<file path="src/hw/ptt_pkg.sv">
package ptt_pkg;

    localparam logic [7:0]  ADDR_CTRL       = 8'h00;
    localparam logic [7:0]  ADDR_PRELOAD    = 8'h04;
    localparam logic [7:0]  ADDR_TIMER      = 8'h08;
    localparam logic [7:0]  ADDR_FLAGS      = 8'h0C;
    localparam logic [7:0]  ADDR_INT_MASK   = 8'h10;
    localparam logic [7:0]  ADDR_INT_CMP    = 8'h14;
    localparam logic [7:0]  ADDR_STATUS     = 8'h18;

    localparam int          CTRL_CFG_BIT    = 0;
    localparam int          CTRL_MODE_BIT   = 1;
    localparam int          CTRL_OFF_BIT    = 2;
    localparam int          FLAG_OVF_BIT    = 7;
    localparam int          STAT_RUN_BIT    = 0;
    localparam int          STAT_MODE_BIT   = 1;
    localparam int          STAT_INT_BIT    = 2;

    localparam logic [15:0] PRELOAD_RST     = 16'h0000;
    localparam logic [7:0]  MASK_RST        = 8'h00;
    localparam logic [7:0]  CMP_RST         = 8'h00;
    localparam logic [15:0] WORD_MAX        = 16'hFFFF;
    localparam int          MINOR_DIV       = 256;
    localparam logic [7:0]  MINOR_DIV_LAST  = 8'(MINOR_DIV - 1);

    typedef enum logic {
        PTT_MODE_TIMER,
        PTT_MODE_COUNT
    } ptt_mode_t;

    typedef struct packed {
        logic        sel;
        logic        en;
        logic        wr;
        logic [7:0]  addr;
        logic [31:0] wdata;
    } ptt_apb_req_t;

    typedef struct packed {
        logic        ready;
        logic [31:0] rdata;
        logic        slverr;
    } ptt_apb_rsp_t;

endpackage

</file>
<file path="src/hw/ptt_tick_div.sv">
module ptt_tick_div (
    input  wire logic clk_i,
    input  wire logic srst_i,
    input  wire logic run_i,
    output logic      tick_o
);
    typedef struct packed {
        logic [7:0] cnt;
        logic       tick;
    } ptt_div_state_t;

    ptt_div_state_t st_ff;
    ptt_div_state_t nxt_st;

    always_comb begin
        nxt_st      = st_ff;
        nxt_st.tick = 1'b0;
        if (!run_i) begin
            nxt_st.cnt = 8'h00;
        end else if (st_ff.cnt == ptt_pkg::MINOR_DIV_LAST) begin
            nxt_st.cnt  = 8'h00;
            nxt_st.tick = 1'b1; // see R4
        end else begin
            nxt_st.cnt = st_ff.cnt + 8'h01;
        end
    end

    always_ff @(posedge clk_i) begin
        if (srst_i) begin
            st_ff <= '0;
        end else begin
            st_ff <= nxt_st;
        end
    end

    assign tick_o = st_ff.tick;
endmodule

</file>
<file path="src/hw/ptt_edge_det.sv">
module ptt_edge_det (
    input  wire logic clk_i,
    input  wire logic srst_i,
    input  wire logic pin_i,
    output logic      rise_o
);
    typedef struct packed {
        logic s1;
        logic s2;
        logic prev;
    } ptt_edge_state_t;

    ptt_edge_state_t st_ff;
    ptt_edge_state_t nxt_st;

    always_comb begin
        nxt_st      = st_ff;
        nxt_st.s1   = pin_i;
        nxt_st.s2   = st_ff.s1;
        nxt_st.prev = st_ff.s2;
    end

    always_ff @(posedge clk_i) begin
        if (srst_i) begin
            st_ff <= '0;
        end else begin
            st_ff <= nxt_st;
        end
    end

    assign rise_o = st_ff.s2 & ~st_ff.prev;
endmodule

</file>
<file path="src/hw/ptt_timer.sv">
// Notes on behaviour
// timer or pin-0 counter mode; configure command starts chosen mode
// counter mode: hidden counter advances on each rising edge of pin 0
// counter mode: hidden counter wrap from 65535 bumps timer word
// timer mode: minor tick every 256 clocks advances hidden counter
// hidden counter wrap is a major tick that bumps timer word
// hidden counter reloads preload after each wrap
// timer word readable by software at any time
// timer word wrap from 65535 sets overflow flag
// configure clears overflow flag; writing zero also clears it
// overflow flag may drive the flag interrupt
// timer suspended while debug dump transmission runs
// software must not use servo generation while timer active
// clock rate change takes effect at once; tick scales with it
// flag is bit 7; interrupt when flags AND mask equals compare; code also needs a nonzero mask
// disable stops counting; reset leaves timer stopped, flag clear
// pin synchronised; rising edge found by registered sample compare
module ptt_timer (
    input  wire logic                  clk_i,
    input  wire logic                  srst_i,
    input  wire logic                  psel_i,
    input  wire logic                  penable_i,
    input  wire logic                  pwrite_i,
    input  wire logic [7:0]            paddr_i,
    input  wire logic [31:0]           pwdata_i,
    input  wire logic [3:0]            pstrb_i,
    output logic      [31:0]           prdata_o,
    output logic                       pready_o,
    output logic                       pslverr_o,
    input  wire logic                  count_pin_i,
    input  wire logic                  dump_busy_i,
    input  wire logic [6:0]            other_flags_i,
    output logic                       flag_irq_o,
    output logic                       running_o
);
    typedef struct packed {
        logic                running;
        ptt_pkg::ptt_mode_t  mode;
        logic [15:0]         preload;
        logic [15:0]         minor;
        logic [15:0]         timer_word;
        logic                ovf;
        logic [7:0]          int_mask;
        logic [7:0]          int_cmp;
        ptt_pkg::ptt_apb_rsp_t rsp;
    } ptt_state_t;

    ptt_state_t            st_ff;
    ptt_state_t            nxt_st;
    ptt_pkg::ptt_apb_req_t req;
    logic                  tick;
    logic                  rise;
    logic                  advance;
    logic                  minor_wrap;
    logic                  word_wrap;
    logic                  wr_acc;
    logic                  rd_acc;
    logic [7:0]            flags_byte;
    logic                  flags_bit_seven;

    function automatic logic [15:0] ptt_merge16(input logic [15:0] old_v, input logic [31:0] wd,
                                                input logic [3:0] strb);
        logic [15:0] res;
        res = old_v;
        if (strb[0]) begin
            res[7:0] = wd[7:0];
        end
        if (strb[1]) begin
            res[15:8] = wd[15:8];
        end
        return res;
    endfunction

    assign req.sel   = psel_i;
    assign req.en    = penable_i;
    assign req.wr    = pwrite_i;
    assign req.addr  = paddr_i;
    assign req.wdata = pwdata_i;

    ptt_tick_div u_div (
        .clk_i  (clk_i),
        .srst_i (srst_i),
        .run_i  (st_ff.running && st_ff.mode == ptt_pkg::PTT_MODE_TIMER),
        .tick_o (tick)
    );

    ptt_edge_det u_edge (
        .clk_i  (clk_i),
        .srst_i (srst_i),
        .pin_i  (count_pin_i),
        .rise_o (rise)
    );

    // debug dump freezes both counters
    assign advance    = st_ff.running && !dump_busy_i &&                  // see R11
                        ((st_ff.mode == ptt_pkg::PTT_MODE_COUNT) ? rise : tick); // see R2
    assign minor_wrap = advance && (st_ff.minor == ptt_pkg::WORD_MAX);   // see R3
    assign word_wrap  = minor_wrap && (st_ff.timer_word == ptt_pkg::WORD_MAX);

    // writes land at the access edge, when pready is seen high
    assign wr_acc = req.sel && req.en && req.wr && st_ff.rsp.ready;
    assign rd_acc = req.sel && !req.en && !req.wr;

    assign flags_bit_seven = st_ff.ovf;
    assign flags_byte      = {flags_bit_seven, other_flags_i};

    always_comb begin
        nxt_st            = st_ff;
        nxt_st.rsp.ready  = 1'b0;
        nxt_st.rsp.slverr = 1'b0;

        if (advance) begin
            if (minor_wrap) begin
                nxt_st.minor      = st_ff.preload;
                nxt_st.timer_word = st_ff.timer_word + 16'h0001; // see R3
            end else begin
                nxt_st.minor = st_ff.minor + 16'h0001;
            end
        end

        // setup phase arms the answer for the access cycle
        if (req.sel && !req.en && req.wr) begin
            nxt_st.rsp.ready  = 1'b1;
            nxt_st.rsp.slverr = (req.addr > ptt_pkg::ADDR_STATUS) || (req.addr[1:0] != 2'b00);
        end

        if (wr_acc) begin
            unique case (req.addr)
                ptt_pkg::ADDR_CTRL: begin
                    if (pstrb_i[0] && req.wdata[ptt_pkg::CTRL_OFF_BIT]) begin
                        nxt_st.running = 1'b0;
                    end else if (pstrb_i[0] && req.wdata[ptt_pkg::CTRL_CFG_BIT]) begin
                        nxt_st.running = 1'b1;
                        nxt_st.mode    = req.wdata[ptt_pkg::CTRL_MODE_BIT] ?
                                         ptt_pkg::PTT_MODE_COUNT : ptt_pkg::PTT_MODE_TIMER;
                        nxt_st.minor   = st_ff.preload;
                        nxt_st.ovf     = 1'b0;
                    end
                end
                ptt_pkg::ADDR_PRELOAD: begin
                    nxt_st.preload = ptt_merge16(st_ff.preload, req.wdata, pstrb_i);
                end
                ptt_pkg::ADDR_TIMER: begin
                    nxt_st.timer_word = ptt_merge16(st_ff.timer_word, req.wdata, pstrb_i);
                end
                ptt_pkg::ADDR_FLAGS: begin
                    if (pstrb_i[0] && !req.wdata[ptt_pkg::FLAG_OVF_BIT]) begin
                        nxt_st.ovf = 1'b0;
                    end
                end
                ptt_pkg::ADDR_INT_MASK: begin
                    if (pstrb_i[0]) begin
                        nxt_st.int_mask = req.wdata[7:0];
                    end
                end
                ptt_pkg::ADDR_INT_CMP: begin
                    if (pstrb_i[0]) begin
                        nxt_st.int_cmp = req.wdata[7:0];
                    end
                end
                ptt_pkg::ADDR_STATUS: begin
                end
                default: begin
                end
            endcase
        end

        // hardware set wins over any clear
        if (word_wrap) begin
            nxt_st.ovf = 1'b1;
        end

        if (rd_acc) begin
            nxt_st.rsp.ready = 1'b1;
            unique case (req.addr)
                ptt_pkg::ADDR_CTRL:     nxt_st.rsp.rdata = {29'h0, 1'b0, st_ff.mode == ptt_pkg::PTT_MODE_COUNT,
                                                            st_ff.running};
                ptt_pkg::ADDR_PRELOAD:  nxt_st.rsp.rdata = {16'h0, st_ff.preload};
                ptt_pkg::ADDR_TIMER:    nxt_st.rsp.rdata = {16'h0, st_ff.timer_word};
                ptt_pkg::ADDR_FLAGS:    nxt_st.rsp.rdata = {24'h0, flags_byte};
                ptt_pkg::ADDR_INT_MASK: nxt_st.rsp.rdata = {24'h0, st_ff.int_mask};
                ptt_pkg::ADDR_INT_CMP:  nxt_st.rsp.rdata = {24'h0, st_ff.int_cmp};
                ptt_pkg::ADDR_STATUS:   nxt_st.rsp.rdata = {29'h0, flag_irq_o,
                                                            st_ff.mode == ptt_pkg::PTT_MODE_COUNT,
                                                            st_ff.running};
                default: begin
                    nxt_st.rsp.rdata  = 32'h0000_0000;
                    nxt_st.rsp.slverr = 1'b1;
                end
            endcase
        end
    end

    always_ff @(posedge clk_i) begin
        if (srst_i) begin
            st_ff          <= '0;
            st_ff.preload  <= ptt_pkg::PRELOAD_RST;
            st_ff.int_mask <= ptt_pkg::MASK_RST;
            st_ff.int_cmp  <= ptt_pkg::CMP_RST;
        end else begin
            st_ff <= nxt_st;
        end
    end

    // nonzero mask needed so an unconfigured block stays quiet
    assign flag_irq_o = (st_ff.int_mask != 8'h00) &&
                        ((flags_byte & st_ff.int_mask) == st_ff.int_cmp); // see R10
    assign running_o  = st_ff.running;
    assign prdata_o   = st_ff.rsp.rdata;
    assign pready_o   = st_ff.rsp.ready && psel_i && penable_i;
    assign pslverr_o  = st_ff.rsp.slverr && psel_i && penable_i;
endmodule

</file>
<file path="config.mk">
export PLATFORM = sky130hd
export DESIGN_NAME = ptt_timer
export DESIGN_NICKNAME = d
export VERILOG_FILES = /design/src/hw/ptt_pkg.sv /design/src/hw/ptt_tick_div.sv /design/src/hw/ptt_edge_det.sv /design/src/hw/ptt_timer.sv
export SDC_FILE = /design/constraint.sdc
export NUM_CORES = 1
export LEC_CHECK = 0
export BUFFER_PORTS_ARGS = -buffer_cell sky130_fd_sc_hd__buf_2
export CAP_MARGIN = 5
export CORE_MARGIN = 2
export CORE_UTILIZATION = 50
export CTS_BUF_LIST = sky130_fd_sc_hd__clkbuf_8
export DETAILED_ROUTE_END_ITERATION = 10
export PLACE_DENSITY = 0.84
export SLEW_MARGIN = 20
export SYNTH_ARGS = -nofsm -noshare
export SYNTH_HDL_FRONTEND = slang
export SYNTH_HIERARCHICAL = 1
export SYNTH_SLANG_ARGS = --single-unit
</file>
<file path="constraint.sdc">
create_clock -name clk_i -period 3.93 [get_ports clk_i]
set_input_delay 1.179 -clock clk_i [delete_from_list [all_inputs] [get_ports clk_i]]
set_output_delay 1.179 -clock clk_i [all_outputs]
set_load 0.02 [all_outputs]
</file>
==> impl_metrics.yaml <==
critical_path:
  arrival_ns: 2.17
  r2r-start: "st_ff[67]$_SDFF_PP0_"
  crit_required_ns: 2.75
  crit_path_start_kind: "primary input"
  reg2reg_depth: 7
  max_stage_delay_ns: 0.28
  crit_type: "primary input to output port"
  crit_path_max_fanout: 2
  worstReg2RegEnd: "st_ff[61]$_SDFFE_PP0P_"
  rrSetupSlack_ns: 1.42
  crit_top_cell: "buf_2"
  endpoint_kind: "output port"
  path_cells: "buf_2 > nand2_1 > xor2_1 > nand4_1 > a211oi_1 > buf_2"
  crit_slowest_cell: "a211oi_1"
die:
  start_util_pct: 51.87
  std_cell_rows: 37
  die_h_um: 107.7
  dieArea_um2: 11600
  core_um2: 10370
  die_x_um: 107.7
  pin_count: 94
detailed_routing:
  postRouteAntennaNets: 0
  dr.pass1.iters: 5
  wl_met3_um: 1085
  wl_met2_um: 6358
  drt-initial-drc-count: 380
  wl_met1_um: 5823
  via_per_inst: 6.189
  wl_um: 13460
  drc: 0
  wl_per_cell_um: 17.21
  vias: 4840
  dr.max_layer_used: "met4"
outcome:
  status: "finished clean"
synth:
  ys_types: 76
  synth.avg_cell_area_um2: 8.746
  synth.area.top_cells: "dfxtp_1 36%, mux2i_1 7.3%, buf_4 4.7%"
  yosys-top-cells-count: "97 x dfxtp_1, 67 x nor2_1, 49 x nand2_1, 39 x mux2i_1, 34 x buf_4"
  yosysMostFrequentCell: "dfxtp_1"
  synth_top_area_share_pct: 36.10
  synth_flop_cell: "dfxtp_1"
  synthArstFlopShare_pct: 0
  synth-edff-count: 0
  yosysWarnings: 6
  syn_inst: 615
  synth.largest_area_cell: "dfxtp_1"
  ys_ff_latch: 97
  seq_area_frac_synth_pct: 36.10
  syn_area_um2: 5379
power_and_ir_drop:
  combPwrFrac_pct: 5.9
  internal_power_uw: 1268
  switching_share_pct: 25.65
  power.total_uw: 1706
  power_leakage_uw: 0.002014
  irDropWorstVdd_mv: 0.1584
  pwr-share-seq_pct: 57.7
  p_per_area_nw_per_um2: 296.7
  net-switching-power_uw: 437.6
  clkPwrFrac_pct: 36.4
global_route:
  grt_pass1_wl_um: 22400
  grt_usage_pct: 23.93
  overflow: 0
  antenna_found_initial: 0
  grt_max_degree: 60
  grt_pass1_vias: 4455
sta:
  fmax_ghz: 0.2989
  slew_headroom_pct: 48.31
  period_minus_slack_ns: 3.346
  fin_skew_ns: 0.01907
  hold_viol: 0
  setup_slack_ns: 0.5841
  period_share_pct: 85.14
  setup_viol: 0
  timing.hold.ws_ns: 0.4614
  fin_tns_setup_ns: 0
  worst_pin_slew_ns: 0.7732
  rsz0062_at_grt: "no"
  slew_viol_final: 0
finish:
  fin_nets: 702
  area_growth_pct: 6.885
  nFillCells: 941
  insertedDiodeCount: 0
  drive_gt1_share_pct: 19.35
  multi_input_area_um2: 3042
  fin_cells: 782
  seq_area_um2: 1942
clocking:
  cts.clk_slew.worst_paths_ns: 0.10
  h-tree-depth: 3
  postCtsSetupBuffers: 0
  cts_sinks: 97
  clk_latency_ns: 0.37
  cts-root-buf: "clkbuf_8"
  cts_resized: 0
  tritoncts: "yes"
  clockBufferDepth: 2
  holdBufCountCts: 0
  cts_buffers: 9
job:
  maxCapViolCount: 0
placed_design:
  place.gp.congestion: 0.9204
  pre_cts_ws_ns: 0.5731
  dpl.hpwl_um: 9967
  dp.cells: 766
  port_buffers: 59
worst_hold_path:
  holdPathStages: 1
  hold_end: "u_edge/nxt_st[0]$_SDFF_PP0_"
  hp-start: "u_edge/nxt_st[1]$_SDFF_PP0_"
  worstHoldPathType: "flip-flop to flip-flop"
worst max-delay path: cells and delay by family:
kind	cells	cell delay, ns
buffers and inverters	2	0.33
AO/OA/AOI/OAI	1	0.28
AND/OR/NAND/NOR	2	0.22
XOR/XNOR	1	0.16
worst max path at each step:
stage / from / endpoint / slack (ns)
after global placement: other_flags_i[1] / flag_irq_o / 0.60
after floorplan: other_flags_i[4] / flag_irq_o / 0.68
after CTS: other_flags_i[1] / flag_irq_o / 0.61
after detailed placement: paddr_i[3] / st_ff[40]$_SDFFE_PP0P_ / 0.57
after global routing: other_flags_i[1] / flag_irq_o / 0.43
final: other_flags_i[1] / flag_irq_o / 0.58
state kept, by name, indices dropped and copies added (netlist names):
signal	cells
st_ff	67
prdata_o	16
u_div/st_ff	8
u_edge/nxt_st	2
flags_bit_seven	1
running_o	1
u_div/tick_o	1
u_edge/st_ff	1
power by group through the flow:
stage | Clock (µW) | Combinational [µW] | Sequential, µW
final | 620 | 101 | 985
after global routing | 681 | 108 | 985
after CTS | 631 | 98.4 | 985
after detailed placement | 0 | 98.0 | 1010
after global placement | 0 | 95.9 | 1010
after floorplan | 0 | 66.6 | 1010
routing by layer:
layer	vias up	global-route usage [%]
li1	2266	-
met1	2305	32.55
met2	245	38.50
met3	24	4.358
met4	0	7.418
met5	-	0
stage by stage:
| step | utilization, % | instance area (µm²) |
|---|---|---|
| global route | 55.44 | 5749 |
| detailed placement | 53.63 | 5562 |
| CTS | 55.44 | 5749 |
| floorplan | - | 5435 |
| global placement | 53.63 | 5562 |
| finish | 55.44 | 5749 |
layout make-up:
| class | count | area share (%) |
|---|---|---|
| multi-input combinational | 453 | 52.91 |
| sequential | 97 | 33.78 |
| timing repair buffer | 68 | 6.311 |
| tap | 136 | 2.960 |
| clock buffer | 10 | 2.394 |
| clock inverter | 6 | 0.8705 |
| inverter | 12 | 0.7835 |
cells in the final DEF, fill, tap and decap left out, types with 4 or more instances in the layout:
cell	count
dfxtp_1	97
nor2_1	67
buf_2	59
nand2_1	49
mux2i_1	39
nand3_1	22
a22oi_1	19
a31oi_1	19
a21oi_1	19
conb_1	16
xor2_1	15
nand4_1	15
inv_1	12
and3_1	11
clkbuf_8	10
nor4_1	9
mux2_2	9
buf_4	9
or3_1	8
a2bb2oi_1	8
a211oi_1	7
o21ai_0	7
a21o_1	7
nor2b_1	6
or2_2	6
nor3_1	6
o32a_1	5
a22o_1	5
o221a_2	4
and2_1	4
o31ai_1	4
or4_1	4
o211ai_1	4
cells by family after synthesis:
family	synth area share [%]
buffers and inverters	8.397
xor gates and xnor gates	2.768
and+or+nand+nor	24.26
muxes	9.142
DFF	36.10
other	0.06972
adders and majority gates	0.6979
AOI/OAI and AO/OA	18.56
Power figures use the tool's default switching activity.
